File: src/tcm_pkg.sv
// Shared constants, types and helpers of the timer channel.
// Assumes one 32-bit Avalon-MM slave per channel, byte addressed.
package tcm_pkg;
  // Register byte offsets
  localparam logic [7:0] OFS_CTRL = 8'h00;
  localparam logic [7:0] OFS_MODE = 8'h04;
  localparam logic [7:0] OFS_COUNT = 8'h10;
  localparam logic [7:0] OFS_MATCH_A = 8'h14;
  localparam logic [7:0] OFS_MATCH_B = 8'h18;
  localparam logic [7:0] OFS_PERIOD = 8'h1C;
  // Control command bits (write only)
  localparam int B_CLKEN = 0;
  localparam int B_CLKDIS = 1;
  localparam int B_SWTRG = 2;
  // Channel mode fields, both modes
  localparam int F_CLK_SEL = 0;
  localparam int B_CLK_INV = 3;
  localparam int F_BURST = 4;
  localparam int B_STOP = 6;
  localparam int B_DIS = 7;
  localparam int F_EDGE = 8;
  localparam int B_WAVE = 15;
  // Capture mode fields
  localparam int B_TRIG_LINE = 10;
  localparam int B_PER_RESTART = 14;
  localparam int F_LOAD_A = 16;
  localparam int F_LOAD_B = 18;
  // Waveform mode fields
  localparam int F_EVT_SRC = 10;
  localparam int B_EVT_RESTART = 12;
  localparam int F_PROFILE = 13;
  localparam int F_OUT_A = 16;
  localparam int F_OUT_B = 24;
  localparam logic [1:0] PROF_UP_TRIG = 2'h2;
  // Output actions
  localparam logic [1:0] ACT_SET = 2'h1;
  localparam logic [1:0] ACT_CLR = 2'h2;
  localparam logic [1:0] ACT_TOG = 2'h3;
  // Index of each line in the synchronised source vector
  localparam int SRC_N = 10;
  localparam logic [3:0] SRC_EXT0 = 4'h5;
  localparam logic [3:0] SRC_LINE_A = 4'h8;
  localparam logic [3:0] SRC_LINE_B = 4'h9;
  // Values after reset
  localparam logic [31:0] MODE_RST = 32'h0000_0000;
  localparam logic [31:0] WORD_RST = 32'h0000_0000;
  localparam logic OUT_RST = 1'b0;
  // Count direction
  typedef enum logic {TCM_UP, TCM_DOWN} tcm_dir_t;
  // Avalon-MM request and answer
  typedef struct packed {
    logic read;
    logic write;
    logic [7:0] address;
    logic [3:0] byteenable;
    logic [31:0] writedata;
  } tcm_avm_req_t;
  typedef struct packed {
    logic waitrequest;
    logic [31:0] readdata;
  } tcm_avm_rsp_t;
  // Edge selection: 01 rising, 10 falling, 11 both
  function automatic logic tcm_edge_hit(input logic [1:0] sel, input logic rise, input logic fall);
    return (sel[0] & rise) | (sel[1] & fall);
  endfunction : tcm_edge_hit
  // Byte-enable merge of a write into a stored word
  function automatic logic [31:0] tcm_merge(input logic [31:0] old, input logic [31:0] wd, input logic [3:0] be);
    logic [31:0] m;
    m = {{8{be[3]}}, {8{be[2]}}, {8{be[1]}}, {8{be[0]}}};
    return (old & ~m) | (wd & m);
  endfunction : tcm_merge
endpackage : tcm_pkg

File: src/tcm_out_ctl.sv
// Output line controller: set, clear or toggle on four events.
// Assumes event pulses of one clock from the channel logic.
`timescale 1ns/100ps
module tcm_out_ctl (
  // Clock and reset
  input wire logic clk_i,
  input wire logic rstn_i,
  // Events: [0] own match, [1] period, [2] event, [3] soft
  input wire logic en_i,
  input wire logic [3:0] ev_i,
  input wire logic [7:0] act_i,
  // Line level
  output logic lvl_o
);
  import tcm_pkg::*;
  logic next_lvl; // Level after this cycle's events

  // Later events win, so the soft trigger has top priority
  always_comb begin
    next_lvl = lvl_o;
    for (int i = 0; i < 4; i++) begin
      if (ev_i[i]) begin
        case (act_i[2*i +: 2])
          ACT_SET: next_lvl = 1'b1;
          ACT_CLR: next_lvl = 1'b0;
          ACT_TOG: next_lvl = ~lvl_o;
          default: ;
        endcase
      end
    end
  end

  // Level holds while the line is not driven by waveform logic
  always_ff @(posedge clk_i) begin
    if (!rstn_i) lvl_o <= OUT_RST;
    else if (en_i) lvl_o <= next_lvl; // RULE18 RULE19
  end
endmodule : tcm_out_ctl

File: src/tcm_sync.sv
// Two-stage synchroniser with edge flags for a group of pins.
// Assumes the inputs are asynchronous to clk_i.
`timescale 1ns/100ps
module tcm_sync #(
  parameter int W = 10
) (
  // Clock and reset
  input wire logic clk_i,
  input wire logic rstn_i,
  // Pins in, clean levels and edges out
  input wire logic [W-1:0] d_i,
  output logic [W-1:0] lvl_o,
  output logic [W-1:0] rise_o,
  output logic [W-1:0] fall_o
);
  logic [W-1:0] meta; // First stage, read only by lvl_o
  logic [W-1:0] last; // Third stage for edges

  // Shift chain; edges come from stages two and three only
  always_ff @(posedge clk_i) begin
    if (!rstn_i) begin
      meta <= '0;
      lvl_o <= '0;
      last <= '0;
    end else begin
      meta <= d_i;
      lvl_o <= meta;
      last <= lvl_o;
    end
  end

  assign rise_o = lvl_o & ~last;
  assign fall_o = ~lvl_o & last;
endmodule : tcm_sync

File: src/tcm_timer_channel.sv
// One 16-bit timer/counter channel with mode register and readback.
// Assumes Avalon-MM master on clk_i; clock sources and lines are pins.
`timescale 1ns/100ps
// Functional notes
// RULE1 - Clock selector picks source; bit 3 inverts edge
// RULE2 - Burst field ANDs clock with external clock
// RULE3 - Capture: B load stops counter clock
// RULE4 - Capture: B load disables counter clock
// RULE5 - Capture: trigger edge none, rise, fall, both
// RULE6 - Capture: bit 10 picks line A or B
// RULE7 - Capture: optional period match restarts counter
// RULE8 - Bit 15 selects capture or waveform mode
// RULE9 - Capture: line A edge loads register A
// RULE10 - Capture: line A edge loads register B
// RULE11 - Waveform: period match stops counter clock
// RULE12 - Waveform: period match disables counter clock
// RULE13 - Waveform: event edge none, rise, fall, both
// RULE14 - Waveform: event source line B or external
// RULE15 - Line B as event source is input only
// RULE16 - Event restart bit makes event a trigger
// RULE17 - Profile field selects up or up-down counting
// RULE18 - Line A actions per event: set/clear/toggle
// RULE19 - Line B actions per event: set/clear/toggle
// RULE20 - Counter value register reads live count
// RULE21 - Up-down without trigger spans zero to 0xFFFF
// RULE22 - Software trigger resets counter and starts clock
// RULE23 - Up with trigger restarts at period value
module tcm_timer_channel #(
  parameter int CNT_W = 16
) (
  // Clock and reset
  input wire logic clk_i,
  input wire logic rstn_i,
  // Register bus
  input wire tcm_pkg::tcm_avm_req_t avm_i,
  output tcm_pkg::tcm_avm_rsp_t avm_o,
  // Counting clock sources
  input wire logic [4:0] internal_clock_i,
  input wire logic [2:0] ext_clock_i,
  // Line A
  input wire logic io_line_a_i,
  output logic io_line_a_o,
  output logic io_line_a_oe_o,
  // Line B
  input wire logic io_line_b_i,
  output logic io_line_b_o,
  output logic io_line_b_oe_o
);
  import tcm_pkg::*;

  // Synchronised source levels and their edges
  logic [SRC_N-1:0] src_lvl;
  logic [SRC_N-1:0] src_rise;
  logic [SRC_N-1:0] src_fall;

  // Stored state
  logic [31:0] mode; // Channel mode register
  logic [CNT_W-1:0] cnt; // Live count
  logic [CNT_W-1:0] ra; // Match / capture A
  logic [CNT_W-1:0] rb; // Match / capture B
  logic [CNT_W-1:0] rc; // Period value
  tcm_dir_t dir; // Up-down direction
  logic started; // Clock started by a trigger
  logic enabled; // Clock enabled by command
  logic gated_q; // Previous gated clock level
  logic [CNT_W-1:0] next_cnt;
  tcm_dir_t next_dir;

  // All pins pass two flops before anything looks at them
  tcm_sync #(
    .W(SRC_N)
  ) u_sync (
    .clk_i(clk_i),
    .rstn_i(rstn_i),
    .d_i({io_line_b_i, io_line_a_i, ext_clock_i, internal_clock_i}),
    .lvl_o(src_lvl),
    .rise_o(src_rise),
    .fall_o(src_fall)
  );

  // Mode fields; meaning depends on the mode bit
  wire wave = mode[B_WAVE]; // RULE8
  wire [2:0] clk_sel = mode[F_CLK_SEL +: 3];
  wire clk_inv = mode[B_CLK_INV];
  wire [1:0] burst = mode[F_BURST +: 2];
  wire stop_bit = mode[B_STOP];
  wire dis_bit = mode[B_DIS];
  wire [1:0] edge_sel = mode[F_EDGE +: 2];
  wire trig_line = mode[B_TRIG_LINE];
  wire per_restart = mode[B_PER_RESTART];
  wire [1:0] load_a_sel = mode[F_LOAD_A +: 2];
  wire [1:0] load_b_sel = mode[F_LOAD_B +: 2];
  wire [1:0] evt_src = mode[F_EVT_SRC +: 2];
  wire evt_restart = mode[B_EVT_RESTART];
  wire [1:0] profile = mode[F_PROFILE +: 2];

  // Counting clock: select, gate, pick edge
  wire sel_lvl = src_lvl[{1'b0, clk_sel}]; // RULE1
  wire [3:0] gate_idx = SRC_EXT0 - 4'h1 + {2'b00, burst};
  wire gate_lvl = (burst == 2'b00) | src_lvl[gate_idx]; // RULE2
  wire gated = sel_lvl & gate_lvl;
  wire tick = clk_inv ? (gated_q & ~gated) : (~gated_q & gated); // RULE1
  wire run = enabled & started;
  wire step = run & tick;

  // Compares are sampled on counting edges only
  wire cmp_c = step & (cnt == rc);
  wire cmp_a = step & wave & (cnt == ra);
  wire cmp_b = step & wave & (cnt == rb);

  // Bus decode; a write lands on the edge that raises waitrequest again
  wire wq = avm_o.waitrequest;
  wire req = avm_i.read | avm_i.write;
  wire wr = avm_i.write & ~wq;
  wire rd_take = avm_i.read & wq;
  wire [7:0] addr = avm_i.address;
  wire [31:0] wd = avm_i.writedata;
  wire [3:0] be = avm_i.byteenable;
  wire wr_ctrl = wr & (addr == OFS_CTRL) & be[0];
  wire wr_mode = wr & (addr == OFS_MODE);
  // A and B are read only while capturing
  wire wr_ra = wr & (addr == OFS_MATCH_A) & wave;
  wire wr_rb = wr & (addr == OFS_MATCH_B) & wave;
  wire wr_rc = wr & (addr == OFS_PERIOD);
  wire cmd_en = wr_ctrl & wd[B_CLKEN];
  wire cmd_dis = wr_ctrl & wd[B_CLKDIS];
  wire cmd_sw = wr_ctrl & wd[B_SWTRG];

  // Capture mode: trigger line and loads from line A
  wire [3:0] trg_idx = trig_line ? SRC_LINE_A : SRC_LINE_B; // RULE6
  wire cap_trig = ~wave & tcm_edge_hit(edge_sel, src_rise[trg_idx], src_fall[trg_idx]); // RULE5
  wire load_a = ~wave & tcm_edge_hit(load_a_sel, src_rise[SRC_LINE_A], src_fall[SRC_LINE_A]); // RULE9
  wire load_b = ~wave & tcm_edge_hit(load_b_sel, src_rise[SRC_LINE_A], src_fall[SRC_LINE_A]); // RULE10

  // Waveform mode: external event source and edge
  wire [3:0] evt_idx = (evt_src == 2'b00) ? SRC_LINE_B : SRC_EXT0 - 4'h1 + {2'b00, evt_src}; // RULE14
  wire evt = wave & tcm_edge_hit(edge_sel, src_rise[evt_idx], src_fall[evt_idx]); // RULE13
  wire b_is_out = evt_src != 2'b00; // RULE15
  wire updown = wave & profile[0]; // RULE17
  wire [CNT_W-1:0] top = profile[1] ? rc : '1;

  // Everything that resets the count and starts the clock
  wire per_trig = cmp_c & (wave ? (profile == PROF_UP_TRIG) : per_restart); // RULE7 RULE23
  wire ev_trig = evt & evt_restart; // RULE16
  wire trig = cmd_sw | cap_trig | ev_trig | per_trig; // RULE22
  wire stop_ev = stop_bit & (wave ? cmp_c : load_b); // RULE3 RULE11
  wire dis_ev = dis_bit & (wave ? cmp_c : load_b); // RULE4 RULE12

  // Readback mux; unmapped and write-only offsets read zero
  wire [31:0] cnt_word = 32'(cnt);
  wire [31:0] rd_mux = (addr == OFS_MODE) ? mode :
                       (addr == OFS_COUNT) ? cnt_word : // RULE20
                       (addr == OFS_MATCH_A) ? 32'(ra) :
                       (addr == OFS_MATCH_B) ? 32'(rb) :
                       (addr == OFS_PERIOD) ? 32'(rc) : WORD_RST;

  // Next count: a trigger wins over a counting edge
  always_comb begin
    next_cnt = cnt;
    next_dir = dir;
    if (trig) begin
      next_cnt = '0; // RULE22
      next_dir = TCM_UP;
    end else if (step && updown) begin
      case (dir)
        TCM_UP: begin
          // Turn at the top: 0xFFFF or period value
          if (cnt >= top) begin
            next_cnt = cnt - 1'b1; // RULE21
            next_dir = TCM_DOWN;
          end else begin
            next_cnt = cnt + 1'b1;
          end
        end
        TCM_DOWN: begin
          // Turn at zero and climb again
          if (cnt == '0) begin
            next_cnt = cnt + 1'b1; // RULE21
            next_dir = TCM_UP;
          end else begin
            next_cnt = cnt - 1'b1;
          end
        end
        default: next_dir = TCM_UP;
      endcase
    end else if (step) begin
      next_cnt = cnt + 1'b1; // RULE23
    end
  end

  // Counter and direction
  always_ff @(posedge clk_i) begin
    if (!rstn_i) begin
      cnt <= '0;
      dir <= TCM_UP;
    end else begin
      cnt <= next_cnt;
      dir <= next_dir;
    end
  end

  // Clock state: stop and disable win over a same-cycle start
  always_ff @(posedge clk_i) begin
    if (!rstn_i) begin
      started <= 1'b0;
      enabled <= 1'b0;
      gated_q <= 1'b0;
    end else begin
      gated_q <= gated;
      if (stop_ev) started <= 1'b0; // RULE3 RULE11
      else if (trig) started <= 1'b1; // RULE7 RULE16 RULE22
      if (cmd_dis || dis_ev) enabled <= 1'b0; // RULE4 RULE12
      else if (cmd_en) enabled <= 1'b1;
    end
  end

  // Software registers and capture loads
  always_ff @(posedge clk_i) begin
    if (!rstn_i) begin
      mode <= MODE_RST;
      ra <= '0;
      rb <= '0;
      rc <= '0;
    end else begin
      if (wr_mode) mode <= tcm_merge(mode, wd, be);
      if (load_a) ra <= cnt; // RULE9
      else if (wr_ra) ra <= CNT_W'(tcm_merge(32'(ra), wd, be));
      if (load_b) rb <= cnt; // RULE10
      else if (wr_rb) rb <= CNT_W'(tcm_merge(32'(rb), wd, be));
      if (wr_rc) rc <= CNT_W'(tcm_merge(32'(rc), wd, be));
    end
  end

  // One wait cycle per request; read data caught with it
  always_ff @(posedge clk_i) begin
    if (!rstn_i) begin
      avm_o.waitrequest <= 1'b1;
      avm_o.readdata <= WORD_RST;
    end else begin
      avm_o.waitrequest <= ~(req & wq);
      if (rd_take) avm_o.readdata <= rd_mux; // RULE20
    end
  end

  // Line drivers: A drives in waveform mode, B only as output
  always_ff @(posedge clk_i) begin
    if (!rstn_i) begin
      io_line_a_oe_o <= 1'b0;
      io_line_b_oe_o <= 1'b0;
    end else begin
      io_line_a_oe_o <= wave; // RULE8
      io_line_b_oe_o <= wave & b_is_out; // RULE15
    end
  end

  // Line A output actions
  tcm_out_ctl u_out_a (
    .clk_i(clk_i),
    .rstn_i(rstn_i),
    .en_i(wave),
    .ev_i({cmd_sw, evt, cmp_c, cmp_a}),
    .act_i(mode[F_OUT_A +: 8]),
    .lvl_o(io_line_a_o)
  );

  // Line B output actions; frozen while B is an event input
  tcm_out_ctl u_out_b (
    .clk_i(clk_i),
    .rstn_i(rstn_i),
    .en_i(wave & b_is_out), // RULE15
    .ev_i({cmd_sw, evt, cmp_c, cmp_b}),
    .act_i(mode[F_OUT_B +: 8]),
    .lvl_o(io_line_b_o)
  );
endmodule : tcm_timer_channel
File: config.mk
export PLATFORM = sky130hd
export DESIGN_NAME = tcm_timer_channel
export DESIGN_NICKNAME = d
export VERILOG_FILES = /design/src/tcm_pkg.sv /design/src/tcm_out_ctl.sv /design/src/tcm_sync.sv /design/src/tcm_timer_channel.sv
export SDC_FILE = /design/constraint.sdc
export NUM_CORES = 1
export LEC_CHECK = 0
export ABC_CLOCK_PERIOD_IN_PS = 3650
export BUFFER_PORTS_ARGS = -buffer_cell sky130_fd_sc_hd__buf_4
export CAP_MARGIN = 20
export CORE_MARGIN = 5
export CORE_UTILIZATION = 40
export DETAILED_ROUTE_END_ITERATION = 16
export GPL_ROUTABILITY_DRIVEN = 1
export SLEW_MARGIN = 0
export SYNTH_ARGS = -nofsm -noshare
export SYNTH_HDL_FRONTEND = slang
export SYNTH_SLANG_ARGS = --single-unit
File: constraint.sdc
create_clock -name clk_i -period 3.65 [get_ports clk_i]
set_input_delay 0.1825 -clock clk_i [delete_from_list [all_inputs] [get_ports clk_i]]
set_output_delay 0.1825 -clock clk_i [all_outputs]
set_load 0.05 [all_outputs]
==> qor.log, run 1 <==
INFO  layout         final_util=0.489
INFO  global_routing grt_max_degree=63
INFO  setup_path     setup.worst_path.class=flip-flop to flip-flop
INFO  global_routing number_of_antenna_violations_at_the_first_check_in_global_routing=0
INFO  placement      place.port_buffers=94
INFO  yosys          synth_sequential_area_ratio=0.368
INFO  clock_tree     postCtsHoldBufs=25
INFO  detailed_routing num_vias=8,443
INFO  sta            highest_clock_frequency_the_design_can_meet=0.323GHz
INFO  clock_tree     tritoncts=yes
INFO  detailed_routing postRouteAntennaNets=0
INFO  yosys          netlist_top_cells_area=dfxtp_1 (37%), a21oi_1 (6.7%), nand2_1 (5.4%)
INFO  pwr            comb_power_share=0.072
INFO  yosys          synth.top_cell.area_share=0.368
INFO  pwr            net-switching-power=1.09mW
INFO  sta            worst_slew_margin_rel=0.464
INFO  clock_tree     post_cts.repair.setup_buffers=0
INFO  setup_path     cp_data_arrival_time=3.46ns
INFO  clock_tree     worst_skew_pair.late_latency=0.44ns
INFO  yosys          syn-num-nets=1,154
INFO  placement      post-dp-hpwl=20,100µm
INFO  run_status     status=completed
INFO  floorplan      design.core.area=21,800µm²
INFO  yosys          synthesis.area_per_instance=8.18µm²
INFO  floorplan      dieHeight=158µm
INFO  floorplan      die-width=158µm
INFO  sta            final.min_clock_period=3.09ns
INFO  detailed_routing avgViaCountPerCell=5.79
INFO  yosys          yosys_warnings=0
INFO  global_routing grt_use_total=0.224
INFO  sta            tns=0ns
INFO  yosys          synth.cell_area=8810µm²
INFO  setup_path     critPathRequiredTime=4.02ns
INFO  clock_tree     cts.sinks=162
INFO  pwr            power.share.switching=0.273
INFO  yosys          synth-async-reset-ratio=0
INFO  detailed_routing drt-initial-drc-count=931
INFO  setup_path     worst-path-max-fanout=19
INFO  sta            rsz0062_at_grt=false
INFO  detailed_routing drt_pre_antenna_iters=6
INFO  clock_tree     cts_inserted_buffers=17
INFO  sta            tcrit_tclk_final=0.847
INFO  setup_path     rrSetupSlack=0.56ns
INFO  detailed_routing wirelength=28,500µm
INFO  pwr            power_density=376nW/µm²
INFO  global_routing grt.overflow.total=0
INFO  sta            final.setup.worst_slack=0.558ns
INFO  yosys          yosysUniqueCellTypes=79
INFO  sta            finalHoldViolations=0
INFO  layout         antenna_cells=0
INFO  sta            setup_viol_count_final=0
INFO  pwr            internal_power=2.91mW
INFO  floorplan      io_pins=95
INFO  floorplan      initial_core_util=0.405
INFO  sta            maxSlewViolCount=0
INFO  layout         final_nets=1,243
INFO  flow_run       cap_viol_max_count=0
INFO  detailed_routing post-route-drc-count=0
INFO  floorplan      design.die.area=25,100µm²
INFO  layout         drive_gt1_frac=0.165
INFO  yosys          count_of_flip_flops_with_a_built_in_enable_after_synthesis=0
INFO  clock_tree     largest_buffer_count_on_any_clock_path=2
INFO  clock_tree     cts.reportedPaths.clkPinSlew=0.07ns
INFO  pwr            power.share.sequential=0.451
INFO  yosys          synth_top_cell_by_area=dfxtp_1
INFO  setup_path     worstSetupEndpointType=flip-flop
INFO  setup_path     setup_crit_start_kind=flip-flop
INFO  clock_tree     h-tree-depth=4
INFO  pwr            clkPwrFrac=0.476
INFO  hold_path      min_path_type=input port to flip-flop
INFO  layout         final_cells=1,459
INFO  floorplan      floorplan.rows=54
INFO  placement      detailedPlace.worstSlack=0.628ns
INFO  global_routing grt_pass1_vias=7,750
INFO  pwr            ir_drop=0.000247V
INFO  sta            worstMarginPinSlew=0.799ns
INFO  pwr            p_total=4.00mW
INFO  pwr            leakage=4.01nW
INFO  detailed_routing avgRoutedWirePerCell=19.5µm
INFO  global_routing grt_first_pass_wirelength=44,100µm
INFO  clock_tree     cts_root_buf=clkbuf_16
INFO  clock_tree     cts.repair.resized=0
INFO  yosys          synth_seq_cells=162
INFO  hold_path      worstHoldStart=avm_i[31]
INFO  yosys          post_synth_inst_count=1,077
INFO  sta            timing.clock.skew=0.0144ns
INFO  placement      placed_cells_incl_taps=1,402
INFO  yosys          synth.top_cells.by_count=dfxtp_1 (162), nand2_1 (127), a21oi_1 (118), nor2_1 (105), clkbuf_1 (53)
INFO  layout         layout-area-overhead-vs-synth=20.6%
INFO  placement      gp_congestion=0.905
INFO  yosys          yosysMostFrequentCell=dfxtp_1
INFO  yosys          synthFlopType=dfxtp_1
-- power by group through the flow --
stage / clock network [mW] / logic, mW / registers (mW)
floorplan: 0 / 0.108 / 1.88
global placement: 0 / 0.264 / 1.85
detailed placement: 0 / 0.264 / 1.85
CTS: 1.92 / 0.287 / 1.81
global route: 1.99 / 0.309 / 1.81
finish: 1.91 / 0.288 / 1.81
-- per-stage QoR --
step	instance area, µm²	hold WS (ns)
floorplan	8810	0.298
global placement	9750	0.390
finish	10600	0.00517
global route	10600	0.0101
CTS	10600	0.00167
detailed placement	9750	0.393
-- final timing paths --
kind,cells after the start,to
setup / recovery,9,cnt[2]$_SDFFE_PP0P_
hold / removal,3,flip-flop
setup reg to reg,9,cnt[2]$_SDFFE_PP0P_
hold reg to reg,1,u_sync.lvl_o[1]$_SDFF_PN0_
-- worst max-delay path, cell delays in order, from the launching register on --
cell      delay [ns]
dfxtp_1         0.61
nor2b_1         0.20
ha_1            0.26
and3_1          0.18
a221oi_1        0.36
nand3_1         0.13
o22ai_1         0.51
o31ai_2         0.20
a2111o_1        0.44
a21oi_1         0.14
-- routing by layer --
metal | routed length (µm) | track usage | share of wire | vias up
li1 | - | - | - | 4090
met1 | 13200 | 0.331 | 0.46 | 4011
met2 | 12800 | 0.342 | 0.45 | 309
met3 | 1930 | 0.0299 | 0.068 | 33
met4 | 483 | 0.0650 | 0.017 | 0
met5 | 0 | 0 | 0 | -
-- cells in the final DEF (no fill, tap or decap), types with 30 or more instances in the layout --
| cell | netlist | final |
|---|---|---|
| o21ai_0 | 30 | 30 |
| and2_1 | 31 | 31 |
| a21oi_1 | 118 | 118 |
| dfxtp_1 | 162 | 162 |
| xnor2_1 | 36 | 36 |
| a211oi_1 | 39 | 39 |
| nand2_1 | 127 | 127 |
| nor2_1 | 105 | 103 |
| buf_4 | 4 | 128 |
| nand3_1 | 40 | 40 |
-- area by class of cell --
type | instances | area (µm²)
Tap cell | 280 | 350
Multi-Input combinational cell | 821 | 5150
Sequential cell | 162 | 3240
Clock inverter | 15 | 204
Fill cell | 2165 | 11100
Inverter | 11 | 41.3
Timing Repair Buffer | 153 | 1210
Clock buffer | 17 | 425
-- cells by family (layout without fill, tap and decap cells) --
family,Yosys count,count (layout),synth area share
adder cells (fa/ha/maj),19,19,0.0270
flip-flops,162,162,0.368
XOR/XNOR,52,52,0.0517
multiplexers,26,26,0.0341
AND/OR/NAND/NOR,429,429,0.244
AO/OA/AOI/OAI,295,295,0.228
buffers and inverters,94,196,0.0476
Power figures use the tool's default switching activity.
==> run 2, diff against run 1 <==
ABC_CLOCK_PERIOD_IN_PS = 2800   (was 3650)
clock period = 2.8 ns   (was 3.65 ns; I/O delays follow)
==> qor.log, run 2 (synthesis gave the netlist of run 1 again) <==
INFO  sta            highest_clock_frequency_the_design_can_meet=0.379GHz [was 0.323 GHz]
INFO  clock_tree     cts_root_buf=clkbuf_16 [unchanged]
INFO  floorplan      design.core.area=21,800µm² [unchanged]
INFO  sta            timing.clock.skew=0.0150ns [was 0.0144 ns]
INFO  sta            worst_slew_margin_rel=0.452 [was 0.464]
INFO  sta            setup_viol_count_final=0 [unchanged]
INFO  detailed_routing avgViaCountPerCell=5.80 [was 5.79]
INFO  detailed_routing drt-initial-drc-count=1,079 [was 931]
INFO  layout         antenna_cells=0 [unchanged]
INFO  pwr            comb_power_share=0.076 [was 0.072]
INFO  placement      post-dp-hpwl=20,700µm [was 20,100 µm]
INFO  setup_path     setup_crit_start_kind=flip-flop [unchanged]
INFO  layout         final_cells=1,511 [was 1,459]
INFO  layout         commonest_non_fill_non_tap_cells_in_the_layout=dfxtp_1 (161), buf_4 (160), nand2_1 (127), a21oi_1 (118), nor2_1 (103) [was dfxtp_1 (162), buf_4 (128), nand2_1 (127), a21oi_1 (118), nor2_1 (103)]
INFO  placement      place.port_buffers=94 [unchanged]
INFO  global_routing grt_pass1_vias=7,955 [was 7,750]
INFO  pwr            power.share.sequential=0.450 [was 0.451]
INFO  hold_path      hold-path-cell-count=3 [unchanged]
INFO  setup_path     critPathRequiredTime=3.12ns [was 4.02 ns]
INFO  layout         drive_gt1_frac=0.187 [was 0.165]
INFO  detailed_routing avgRoutedWirePerCell=19.2µm [was 19.5 µm]
INFO  layout         final_nets=1,295 [was 1,243]
INFO  detailed_routing drt_pre_antenna_iters=7 [was 6]
INFO  floorplan      initial_core_util=0.405 [unchanged]
INFO  global_routing grt.overflow.total=0 [unchanged]
INFO  placement      gp_congestion=0.914 [was 0.905]
INFO  hold_path      min_path_type=input port to flip-flop [unchanged]
INFO  layout         layout-area-overhead-vs-synth=26.3% [was 20.6%]
INFO  detailed_routing wirelength=29,000µm [was 28,500 µm]
INFO  sta            final.min_clock_period=2.64ns [was 3.09 ns]
INFO  floorplan      dieHeight=158µm [unchanged]
INFO  clock_tree     h-tree-depth=4 [unchanged]
INFO  clock_tree     cts.reportedPaths.clkPinSlew=0.08ns [was 0.07 ns]
INFO  global_routing grt_use_total=0.230 [was 0.224]
INFO  pwr            net-switching-power=1.42mW [was 1.09 mW]
INFO  sta            finalHoldViolations=0 [unchanged]
INFO  setup_path     critical_path.reg2reg.endpoint=cnt[12]$_SDFFE_PP0P_ [was cnt[2]$_SDFFE_PP0P_]
INFO  pwr            internal_power=3.81mW [was 2.91 mW]
INFO  floorplan      design.die.area=25,100µm² [unchanged]
INFO  hold_path      holdPathEnd=avm_o[15]$_SDFFE_PN0P_
INFO  clock_tree     cts.sinks=162 [unchanged]
INFO  clock_tree     tritoncts=yes [unchanged]
INFO  pwr            ir_drop=0.000396V [was 0.000247 V]
INFO  flow_run       cap_viol_max_count=0 [unchanged]
INFO  run_status     status=completed [unchanged]
INFO  sta            maxSlewViolCount=0 [unchanged]
INFO  sta            rsz0062_at_grt=false [unchanged]
INFO  detailed_routing postRouteAntennaNets=0 [unchanged]
INFO  setup_path     worstSetupEndpointType=flip-flop [unchanged]
INFO  hold_path      worstHoldStart=rstn_i [was avm_i[31]]
INFO  floorplan      die-width=158µm [unchanged]
INFO  layout         layout.cells.most_common=dfxtp_1 [unchanged]
INFO  global_routing grt_max_degree=100 [was 63]
INFO  clock_tree     worst_skew_pair.late_latency=0.44ns [about the same]
INFO  setup_path     worst-path-max-fanout=16 [was 19]
INFO  layout         n_fill_cell=2,099 [was 2,165]
INFO  clock_tree     largest_buffer_count_on_any_clock_path=2 [unchanged]
INFO  placement      placed_cells_incl_taps=1,435 [was 1,402]
INFO  setup_path     reg2regPathDepth=10 [was 9]
INFO  detailed_routing post-route-drc-count=0 [unchanged]
INFO  floorplan      io_pins=95 [unchanged]
INFO  sta            worstMarginPinSlew=0.819ns [was 0.799 ns]
INFO  global_routing number_of_antenna_violations_at_the_first_check_in_global_routing=0 [unchanged]
INFO  pwr            leakage=4.28nW [was 4.01 nW]
INFO  pwr            clkPwrFrac=0.474 [was 0.476]
INFO  clock_tree     post_cts.repair.setup_buffers=0 [unchanged]
INFO  sta            tcrit_tclk_final=0.942 [was 0.847]
INFO  setup_path     cp_data_arrival_time=2.96ns [was 3.46 ns]
INFO  pwr            power.share.switching=0.272 [was 0.273]
INFO  global_routing grt_first_pass_wirelength=45,300µm [was 44,100 µm]
INFO  setup_path     setup.worst_path.class=flip-flop to flip-flop [unchanged]
INFO  setup_path     rrSetupSlack=0.16ns [was 0.56 ns]
INFO  detailed_routing num_vias=8,760 [was 8,443]
INFO  layout         final_util=0.511 [was 0.489]
INFO  clock_tree     cts_inserted_buffers=17 [unchanged]
INFO  pwr            power_density=470nW/µm² [was 376 nW/µm²]
INFO  floorplan      floorplan.rows=54 [unchanged]
[run 2: cell count changes in the layout (fill, tap and decap cells not counted), sizes merged]
cell,delta
dlygate4sd3,+19
clkinvlp,-1
clkinv,+2
inv,-1
buf,+33
[run 2: timing repair]
action                                 4_1_cts  5_1_grt
hold buffers                                44        0
pin swaps                                    0        0
endpoints found under the hold margin       55        0
gates resized for setup                      1        6
setup endpoints to repair                    6       11
[run 2: layout make-up]
| type | count | area, µm² | share of cell area |
|---|---|---|---|
| clock buffers | 17 | 425 | 0.0382 |
| well taps | 280 | 350 | 0.0315 |
| flip-flops and latches | 162 | 3250 | 0.292 |
| repair buffers | 205 | 1660 | 0.149 |
| multi-input cells | 821 | 5190 | 0.467 |
| clock inverters | 15 | 208 | 0.0187 |
| inverters | 11 | 41.3 | 0.00371 |
[run 2: how the worst max path moves through the flow]
stage / from / end / slack (ns)
global placement: flip-flop / cnt[15]$_SDFFE_PP0P_ / 0.09
floorplan: flip-flop / cnt[15]$_SDFFE_PP0P_ / 0.03
finish: flip-flop / cnt[12]$_SDFFE_PP0P_ / 0.16
global route: flip-flop / cnt[9]$_SDFFE_PP0P_ / 0.01
detailed placement: flip-flop / cnt[8]$_SDFFE_PP0P_ / -0.03
CTS: flip-flop / cnt[8]$_SDFFE_PP0P_ / 0.06
[run 2: metrics by stage]
step	TNS, ns	cell area, µm²	hold slack, ns	worst slack (ns)	power (mW)
4_1_cts	0	11100	0.0422	0.0620	5.27
3_5_place_dp	-0.0289	10000	0.351	-0.0289	2.75
5_1_grt	0	11100	0.0551	0.0149	5.40
2_1_floorplan	0	8820	0.256	0.0327	2.60
3_3_place_gp	0	10000	0.347	0.0945	2.75
6_report	0	11100	0.0636	0.162	5.23
[run 2: power groups by stage]
stage | clock, mW | combinational (mW) | sequential, mW
2_1_floorplan | 0 | 0.140 | 2.46
3_3_place_gp | 0 | 0.348 | 2.41
3_5_place_dp | 0 | 0.348 | 2.41
4_1_cts | 2.52 | 0.399 | 2.35
5_1_grt | 2.61 | 0.432 | 2.36
6_report | 2.48 | 0.400 | 2.35
[run 2: critical path, stage by stage, from the launching register on]
cell and delay (ns):
dfxtp_4 0.43, nor2b_1 0.17, ha_1 0.26, a211o_1 0.36
a211oi_4 0.27, nand3_1 0.18, o21ai_4 0.17, nor2_2 0.06
buf_4 0.17, a221oi_1 0.35, a211oi_2 0.11
[run 2: per-layer routing]
metal / track usage / up-vias / routed length [µm]
met5: 0 / - / 0
met4: 0.0682 / 0 / 640
met3: 0.0321 / 52 / 2290
met2: 0.347 / 383 / 12800
met1: 0.340 / 4122 / 13200
li1: - / 4203 / -
